### src/pkg/rad_defs.svh
// register offsets, reset values and bus constants for the operand decoder
`ifndef RAD_DEFS_SVH
`define RAD_DEFS_SVH

`define RAD_ADDR_W    12
`define RAD_OFF_INSN  12'h000
`define RAD_OFF_REG   12'h004
`define RAD_OFF_EA    12'h008
`define RAD_INSN_RST  32'h0000_0000
`define RAD_CODE_SIB  3'h4
`define RAD_CODE_FRM  3'h5
`define RAD_CODE_D16  3'h6
`define RAD_IDX_SP    3'h4
`define RAD_IDX_FB    3'h5

`endif

### src/pkg/rad_pkg.sv
// types shared by the operand decoder
`default_nettype none
package rad_pkg;
	typedef enum logic [1:0] {
		RAD_W_BLO = 2'h0,
		RAD_W_BHI = 2'h1,
		RAD_W_16  = 2'h2,
		RAD_W_32  = 2'h3
	} rad_width_t;

	typedef enum logic [1:0] {
		RAD_D_NONE = 2'h0,
		RAD_D_8    = 2'h1,
		RAD_D_16   = 2'h2,
		RAD_D_32   = 2'h3
	} rad_disp_t;

	typedef enum logic [2:0] {
		RAD_S_EXTRA = 3'h0,
		RAD_S_CODE  = 3'h1,
		RAD_S_STACK = 3'h2,
		RAD_S_DATA  = 3'h3,
		RAD_S_FOURTH = 3'h4,
		RAD_S_FIFTH = 3'h5
	} rad_seg_t;

	typedef enum logic [1:0] {
		RAD_SRC_OPC = 2'h0,
		RAD_SRC_MREG = 2'h1,
		RAD_SRC_MRM = 2'h2
	} rad_src_t;

	typedef struct packed {
		logic [7:0] sib;
		logic       rsvd;
		logic [2:0] seg_code;
		logic       seg3;
		logic       fixed_addr;
		logic       reg_is_ext;
		logic       a16;
		logic       p66;
		logic       w;
		logic       w_present;
		logic [1:0] reg_src;
		logic [2:0] op_reg;
		logic [7:0] modrm;
	} rad_insn_t;

	typedef struct packed {
		rad_width_t width;
		logic [2:0] idx;
	} rad_regsel_t;

	typedef struct packed {
		logic [21:0] rsvd;
		logic        seg_bad;
		rad_seg_t    seg;
		logic        reg_ok;
		rad_regsel_t sel;
	} rad_reg_t;

	typedef struct packed {
		logic [7:0]  rsvd;
		rad_regsel_t rm_sel;
		logic        fixed_addr;
		logic        a16;
		logic        reg_direct;
		rad_seg_t    seg;
		logic [1:0]  scale;
		logic        idx_ok;
		logic [2:0]  idx;
		logic        base_ok;
		logic [2:0]  base;
		rad_disp_t   disp;
		logic        sib_need;
	} rad_ea_t;
endpackage : rad_pkg
`default_nettype wire

### src/design/rad_top.sv
// operand register and address-mode decoder with an APB register port
// Notes on behaviour
// RULE_01: register code from opcode, reg or rm
// RULE_02: no size bit: full width, 16 under 66H
// RULE_03: size bit zero: low then high bytes
// RULE_04: 66H with size bit one: 16-bit halves
// RULE_05: two-bit segment code: extra, code, stack, data
// RULE_06: three-bit adds fourth, fifth; 110/111 unused
// RULE_07: push/pop use fixed stack addressing
// RULE_08: sib follows when rm 100, mod not 11
// RULE_09: sib address from mod, scale, index, base
// RULE_10: reg field may be opcode extension
// RULE_11: 16-bit or 32-bit addressing interpretation
// RULE_12: component widths follow address size
// RULE_13: mod 00: register or bare d32
// RULE_14: mod 01 d8, 10 d32; frame base stack
// RULE_15: mod 11 selects register operand
// RULE_16: mod 11 under 66H gives 16-bit halves
// RULE_17: prefixes affect only the current instruction
// RULE_18: size bit zero byte, one full size
// RULE_19: decode available as soon as bytes stored
`timescale 1ns/1ps
`default_nettype none
`include "rad_defs.svh"

module rad_top
	import rad_pkg::*;
(
	// clock and reset
	input  wire logic                   pclk,
	input  wire logic                   presetn,
	// apb request
	input  wire logic                   psel,
	input  wire logic                   penable,
	input  wire logic                   pwrite,
	input  wire logic [`RAD_ADDR_W-1:0] paddr,
	input  wire logic [31:0]            pwdata,
	// apb answer
	output logic                        pready,
	output logic                        pslverr,
	output logic [31:0]                 prdata
);

	// ----------------------------------------
	// instruction bytes and prefix state
	// ----------------------------------------
	rad_insn_t   insn_q;
	logic        pready_q;
	logic        pslverr_q;
	logic [31:0] prdata_q;
	rad_reg_t    reg_c;
	rad_ea_t     ea_c;
	logic        setup;
	logic        wr_now;
	logic        mapped;

	assign setup  = psel && !penable;
	assign wr_now = psel && penable && pready_q && pwrite;
	assign mapped = (paddr == `RAD_OFF_INSN) || (paddr == `RAD_OFF_REG)
		|| (paddr == `RAD_OFF_EA);

	// prefixes live in the written word, so each new word is a new instruction
	always_ff @(posedge pclk or negedge presetn) begin
		if (!presetn) begin
			insn_q <= `RAD_INSN_RST;
		end else if (wr_now && paddr == `RAD_OFF_INSN) begin
			insn_q <= pwdata; // see RULE_17
		end
	end

	// ----------------------------------------
	// register selection
	// ----------------------------------------
	function automatic rad_regsel_t pick_reg(input logic [2:0] code,
		input logic wp, input logic w, input logic p66);
		rad_regsel_t r;
		r.idx   = code;
		r.width = p66 ? RAD_W_16 : RAD_W_32; // see RULE_02 see RULE_04
		if (wp && !w) begin // see RULE_18
			r.width = code[2] ? RAD_W_BHI : RAD_W_BLO; // see RULE_03
			r.idx   = {1'b0, code[1:0]};
		end
		return r;
	endfunction : pick_reg

	// decode is combinational on the stored bytes; see RULE_19
	always_comb begin
		logic [2:0] code;
		code  = insn_q.op_reg;
		reg_c = '0;
		unique case (insn_q.reg_src) // see RULE_01
			RAD_SRC_OPC:  code = insn_q.op_reg;
			RAD_SRC_MREG: code = insn_q.modrm[5:3];
			RAD_SRC_MRM:  code = insn_q.modrm[2:0];
			default:      code = insn_q.op_reg;
		endcase
		reg_c.sel = pick_reg(code, insn_q.w_present, insn_q.w, insn_q.p66);
		reg_c.reg_ok = 1'b1;
		if (insn_q.reg_src == RAD_SRC_MREG && insn_q.reg_is_ext) begin
			reg_c.reg_ok = 1'b0; // see RULE_10
		end
		if (insn_q.reg_src == RAD_SRC_MRM && insn_q.modrm[7:6] != 2'h3) begin
			reg_c.reg_ok = 1'b0;
		end
		if (insn_q.seg3) begin
			reg_c.seg     = rad_seg_t'(insn_q.seg_code); // see RULE_06
			reg_c.seg_bad = insn_q.seg_code[2] && insn_q.seg_code[1];
		end else begin
			reg_c.seg = rad_seg_t'({1'b0, insn_q.seg_code[1:0]}); // see RULE_05
		end
	end

	// ----------------------------------------
	// effective address form
	// ----------------------------------------
	always_comb begin
		logic [1:0] md;
		logic [2:0] rm;
		logic [2:0] sbase;
		logic [2:0] sidx;
		md    = insn_q.modrm[7:6];
		rm    = insn_q.modrm[2:0];
		sbase = insn_q.sib[2:0];
		sidx  = insn_q.sib[5:3];
		ea_c  = '0;
		ea_c.a16 = insn_q.a16;
		ea_c.fixed_addr = insn_q.fixed_addr;
		ea_c.seg = RAD_S_DATA;
		if (insn_q.fixed_addr) begin
			ea_c.seg     = RAD_S_STACK; // see RULE_07
			ea_c.base    = `RAD_IDX_SP;
			ea_c.base_ok = 1'b1;
		end else if (md == 2'h3) begin
			ea_c.reg_direct = 1'b1; // see RULE_15 see RULE_16
			ea_c.rm_sel = pick_reg(rm, insn_q.w_present, insn_q.w, insn_q.p66);
		end else if (insn_q.a16) begin
			// only the displacement width of the 16-bit forms is resolved here
			if (md == 2'h1) begin
				ea_c.disp = RAD_D_8; // see RULE_11 see RULE_12
			end else if (md == 2'h2 || rm == `RAD_CODE_D16) begin
				ea_c.disp = RAD_D_16;
			end
		end else if (rm == `RAD_CODE_SIB) begin
			ea_c.sib_need = 1'b1; // see RULE_08
			ea_c.scale    = insn_q.sib[7:6]; // see RULE_09
			ea_c.idx      = sidx;
			ea_c.idx_ok   = sidx != `RAD_IDX_SP;
			ea_c.base     = sbase;
			ea_c.base_ok  = !(md == 2'h0 && sbase == `RAD_CODE_FRM);
			ea_c.disp     = md == 2'h1 ? RAD_D_8 : RAD_D_32;
			if (md == 2'h0) begin
				ea_c.disp = sbase == `RAD_CODE_FRM ? RAD_D_32 : RAD_D_NONE;
			end
			if (sbase == `RAD_IDX_SP || (sbase == `RAD_CODE_FRM && md != 2'h0)) begin
				ea_c.seg = RAD_S_STACK;
			end
		end else begin
			ea_c.base    = rm; // see RULE_12
			ea_c.base_ok = 1'b1;
			unique case (md)
				2'h0: begin
					if (rm == `RAD_CODE_FRM) begin
						ea_c.base_ok = 1'b0; // see RULE_13
						ea_c.disp    = RAD_D_32;
					end
				end
				2'h1: ea_c.disp = RAD_D_8; // see RULE_14
				2'h2: ea_c.disp = RAD_D_32;
				default: ea_c.disp = RAD_D_NONE;
			endcase
			if (md != 2'h0 && rm == `RAD_CODE_FRM) begin
				ea_c.seg = RAD_S_STACK; // see RULE_14
			end
		end
	end

	// ----------------------------------------
	// apb slave, one access cycle, no waits
	// ----------------------------------------
	always_ff @(posedge pclk or negedge presetn) begin
		if (!presetn) begin
			pready_q <= 1'b0;
		end else begin
			pready_q <= setup;
		end
	end

	// read-only words refuse writes so software sees a misdirected store
	always_ff @(posedge pclk or negedge presetn) begin
		if (!presetn) begin
			pslverr_q <= 1'b0;
		end else begin
			pslverr_q <= setup && (!mapped || (pwrite && paddr != `RAD_OFF_INSN));
		end
	end

	// read data captured in setup so the answer leaves a flip-flop
	always_ff @(posedge pclk or negedge presetn) begin
		if (!presetn) begin
			prdata_q <= 32'h0000_0000;
		end else if (setup && !pwrite) begin
			unique case (paddr)
				`RAD_OFF_INSN: prdata_q <= insn_q;
				`RAD_OFF_REG:  prdata_q <= reg_c;
				`RAD_OFF_EA:   prdata_q <= ea_c;
				default:       prdata_q <= 32'h0000_0000;
			endcase
		end
	end

	assign pready  = pready_q;
	assign pslverr = pslverr_q;
	assign prdata  = prdata_q;
endmodule : rad_top
`default_nettype wire

### config.mk
export PLATFORM = sky130hd
export DESIGN_NAME = rad_top
export DESIGN_NICKNAME = d
export VERILOG_FILES = /design/src/pkg/rad_pkg.sv /design/src/design/rad_top.sv
export VERILOG_INCLUDE_DIRS = /design/src /design/src/pkg
export SDC_FILE = /design/constraint.sdc
export NUM_CORES = 1
export LEC_CHECK = 0
export BUFFER_PORTS_ARGS = -buffer_cell sky130_fd_sc_hd__buf_2
export CAP_MARGIN = 20
export CORE_ASPECT_RATIO = 2
export CORE_MARGIN = 2
export CORE_UTILIZATION = 57
export DETAILED_ROUTE_END_ITERATION = 10
export GPL_TIMING_DRIVEN = 1
export PLACE_DENSITY = 0.88
export SYNTH_ARGS = -nofsm -noshare
export SYNTH_HDL_FRONTEND = slang
export SYNTH_SLANG_ARGS = --single-unit
### constraint.sdc
create_clock -name pclk -period 3 [get_ports pclk]
set_input_delay 0 -clock pclk [delete_from_list [all_inputs] [get_ports pclk]]
set_output_delay 0 -clock pclk [all_outputs]
set_load 0.05 [all_outputs]
After elaboration in Yosys (flattened, before gate mapping). Cells that the tools add are included.

Flip-flop bits (word level): 66. Input bits: 49. Output and inout bits: 34. Logic and storage cells: 97.

Eq/ne operators: 14. Mux-type cells: 38. Reduce and logical (&&, ||, !) cells: 29.

Operators by type and width (count): case mux 32 bit (3 select lines) (1); two-way mux 5 bit (4); two-way mux 6 bit (3); two-way mux 16 bit (1); == test 3 bit, second input constant (5); logical AND 1 bit (15); two-way mux 1 bit (14); two-way mux 2 bit (7); two-way mux 13 bit (1); == test 12 x 3 -> 1 bit, second input constant (1); == test 12 x 4 -> 1 bit, second input constant (1); logical NOT 12 bit (1); two-way mux 3 bit (4); nonzero test 12 bit (1); == test 2 bit, second input constant (3); case mux 2 bit (3 select lines) (1); case mux 3 bit (2 select lines) (1); logical NOT 1 bit (5); logical OR 1 bit (5); == test 2 x 1 -> 1 bit, second input constant (2); two-way mux 4 bit (1); != test 3 bit, second input constant (1); logical NOT 2 bit (1); != test 2 bit, second input constant (1); nonzero test 2 bit (1).

Longest topological paths before layout.
Word-level depth: 9. Gate-level depth with buffers: 8. Gate-level depth less buffers: 7.

Least setup slack after synthesis. No wires, ideal clock.

Path kind: register -> register. Start: reg insn_q[6] in the netlist's numbering. End: reg prdata_q[4] (netlist: prdata[4]). Setup time: 0.076 ns. Arrival time: 1.649 ns. Data required time: 2.924 ns. Path slack: 1.275 ns. Stages on the path, launching flop included: 9. Buffers on the path: 2. Period minus slack after synthesis: 1.725 ns. Cell sequence: dfrtp_1 ha_1 clkbuf_1 nor4_1 and4_1 and3_1 buf_2 a22oi_1 o21ai_1.

Word-level cells in the longest chain between the ends: 4.

Ends and longest elaborated chain: start, declared (line rad_top.sv:47) `rad_insn_t insn_q;`; start signal, assigned (line rad_top.sv:65) `` insn_q <= `RAD_INSN_RST; ``; start signal, assigned (line rad_top.sv:67) `insn_q <= pwdata;`; == test 2 bit (line rad_top.sv:133) `end else if (md == 2'h3) begin`; two-way mux 16 bit (line rad_top.sv:133); two-way mux 4 bit (line rad_top.sv:129) `if (insn_q.fixed_addr) begin`; case mux 32 bit (3 select lines) (line rad_top.sv:202) `unique case (paddr)`; end signal, assigned (line rad_top.sv:203) `` `RAD_OFF_INSN: prdata_q <= insn_q; ``; end signal, assigned (line rad_top.sv:204) `` `RAD_OFF_REG: prdata_q <= reg_c; ``; end, declared (line rad_top.sv:50) `logic [31:0] prdata_q;`.

Every way passes these cells. A chain may end at the register's enable or synchronous reset.

Worst setup path after layout.
Start: reg insn_q (netlist bit ea_c[18]). End: reg prdata_q[8] (netlist: prdata[8]).

Word-level cells in the longest chain between the ends: 2.

Ends and longest elaborated chain (line): two-way mux 6 bit (rad_top.sv:129); case mux 32 bit (3 select lines) (rad_top.sv:202).

Every way passes these cells.

==> impl_results.md <==
- Clock tree buffer depth: 2
- Synth top area cells: dfrtp_1 (51%), mux2_1 (11%), nand2_1 (4.4%), nand3_1 (2.8%), a22o_1 (2.7%)
- Clock power frac: 0.419
- Highest Clock Rate: 483.5 MHz
- Mapped Nets: 361
- Pin count of the biggest net entering global routing: 67
- Post-route DRC: 0
- CORE AREA: 5468 µm²
- Yosys reg bits: 66
- Sink Count: 66
- Max Slew Vio Count: 0
- Fin nets: 476
- Post-layout util: 0.7737
- Final Cycle Share: 0.6894
- Clock root cell: clkbuf_8
- Max capacitance violation total: 0
- Worst slack, placed: 0.8104 ns
- Row count: 38
- Clk slew on worst S/H paths: 0.07 ns
- Most used DFF post-synth: dfrtp_1
- Worst vdd ir: 384.3 µV
- Total routed wirelength: 9031 µm
- Gr ovfl total: 0
- Net switching fraction of the power: 0.2334
- Initial core utilization: 0.5943
- H-tree depth: 3
- Worst hold margin: 0.04487 ns
- WS Path Type: reg2reg
- Final setup TNS: 0 ns
- Leak Pwr: 2.137 nW
- Hold Crit Class: in2reg
- First-pass GRT wire length: 14,930 µm
- IO Port Bufs: 82
- Async S/R FF share, synth: 1.000
- Worst-margin pin slew: 0.8309 ns
- Finish-stage setup viols: 0
- Syn Inst Count: 306
- Crit path required time: 3.29 ns
- Max-slew headroom: 0.4450
- CTS tree: built
- Worst-Skew Late Latency: 0.35 ns
- Area leader, netlist: dfrtp_1
- DRT iter0 DRCs: 197
- Die X: 57.39 µm
- Area growth, synth to finish: 30.19%
- Num CTS Buffers: 9
- Reg power frac: 0.497
- Pre-antenna DRT Iters: 5
- Hold Violations, Final: 0
- Crit start category: register
- Worst EP arrival: 2.35 ns
- Combinational Power Share: 0.084
- Antenna cell count: 0
- Share of the synthesized area in the top cell type: 0.5083
- Min Tclk post-route: 2.068 ns
- Sw power: 0.4222 mW
- Setup Buffers After CTS: 0
- Avg Inst Size Synth: 10.62 µm²
- Layout cell share with drive strength beyond 1: 0.2535
- Vias in the first global route: 2,971
- Placed cell area: 3676 µm²
- Most frequent cell after synthesis: dfrtp_1
- Final setup margin: 0.9319 ns
- Crit path capture type: register
- Post-route ant nets: 0
- Post-DP HPWL: 6043 µm
- Synth cell count leaders: dfrtp_1 (66), nand2_1 (38), mux2_1 (32), nand3_1 (18), o21ai_0 (17)
- RSZ-0062 raised after global routing: false
- Vias/cell: 6.173
- Placer Congestion: 0.9471
- Seq/Total Area, Yosys: 0.5083
- Outcome: completed
- Cell area after synthesis: 3249 µm²
- Vert. Die Dim: 110.8 µm
- Yosys warnings: 0
- Wire per inst: 18.58 µm
- I/O pins: 83
- Gr usage total: 0.3030
- Netlist cell types: 51
- Internal power component: 1.386 mW
- Power per cell area: 427.5 nW/µm²
- Fin area: 4230 µm²
- Vias: 3,000
- EDFF count, synth: 0
- Initial antenna violation count: 0
- Crit path max fanout: 6
- Die area: 6357 µm²
- Skew final: 0.005280 ns
[cell type report]
class,instances,area [µm²]
multi-input combinational,211,1464
inverter,12,45.04
timing repair buffer,121,790.8
clock buffer,11,151.4
clock inverter,5,52.55
fill,350,1237
sequential,66,1652
tap,60,75.07
[state kept, by name, summed over array words and instances, names as in the netlist]
name     flops
prdata      32
pslverr      1
pready       1
insn_q      30
ea_c         2
[per-stage QoR]
stage          power, mW  cells
2_1_floorplan     0.9637    306
3_3_place_gp       1.029    435
3_5_place_dp       1.030    435
4_1_cts            1.813    486
5_1_grt            1.862    486
6_report           1.808    486
[worst max-delay path: stages (launching register included)]
cell,delay [ns]
dfrtp_1,0.43
nor3b_1,0.66
and4_1,0.43
and3_1,0.31
nand2_1,0.10
nand3_1,0.08
[cell usage in the layout, fill, tap and decap left out, drive strengths merged, types with 11 or more instances in the layout]
master,Yosys,final
inv,12,12
buf,6,86
o21ai,18,18
nand3,18,18
nor2,14,14
dlygate4sd3,0,35
nand2,38,38
dfrtp,66,66
a21oi,14,14
mux2,32,32
clkbuf,11,11
[per-layer routing]
| layer | global-route usage | vias up | share of wire |
|---|---|---|---|
| li1 | - | 1344 | - |
| met3 | 0.06418 | 47 | 0.074 |
| met1 | 0.3653 | 1425 | 0.36 |
| met4 | 0.1690 | 0 | 0.057 |
| met5 | 0 | - | 0 |
| met2 | 0.4886 | 184 | 0.51 |
[final timing paths]
path / startpoint / endpoint / slack (ns) / depth (start not counted)
setup / recovery: ea_c[18]$_DFFE_PN0P_ / prdata[8]$_DFFE_PN0P_ / 0.93 / 5
min in group asynchronous: presetn / prdata[18]$_DFFE_PN0P_ / 0.36 / 3
setup reg to reg: ea_c[18]$_DFFE_PN0P_ / prdata[8]$_DFFE_PN0P_ / 0.93 / 5
hold reg to reg: prdata[18]$_DFFE_PN0P_ / prdata[18]$_DFFE_PN0P_ / 0.47 / 2
max in group asynchronous: presetn / insn_q[11]$_DFFE_PN0P_ / 2.10 / 3
hold / removal: psel / pslverr$_DFF_PN0_ / 0.04 / 3
[power by group through the flow]
| stage | sequential [mW] | combinational (mW) | clock (mW) |
|---|---|---|---|
| final | 0.899 | 0.152 | 0.758 |
| after global routing | 0.899 | 0.165 | 0.799 |
| after CTS | 0.899 | 0.150 | 0.764 |
| after detailed placement | 0.915 | 0.115 | 0 |
| after global placement | 0.915 | 0.114 | 0 |
| after floorplan | 0.935 | 0.0283 | 0 |
[logic make-up (layout without fill, tap and decap cells)]
group	after synthesis	count (layout)	synth area share
flip-flops	66	66	0.5083
multiplexers	33	33	0.1140
AO/OA/AOI/OAI	74	74	0.1544
AND/OR/NAND/NOR	97	97	0.1560
buffers and inverters	29	149	0.04120
adder cells (fa/ha/maj)	7	7	0.02618
[what timing repair did]
action	in CTS	in global routing
resized for setup	0	0
hold buffers	35	0
endpoints found under the setup margin	0	0
hold endpoints to repair	100	0
(Power assumes the default switching activity.)
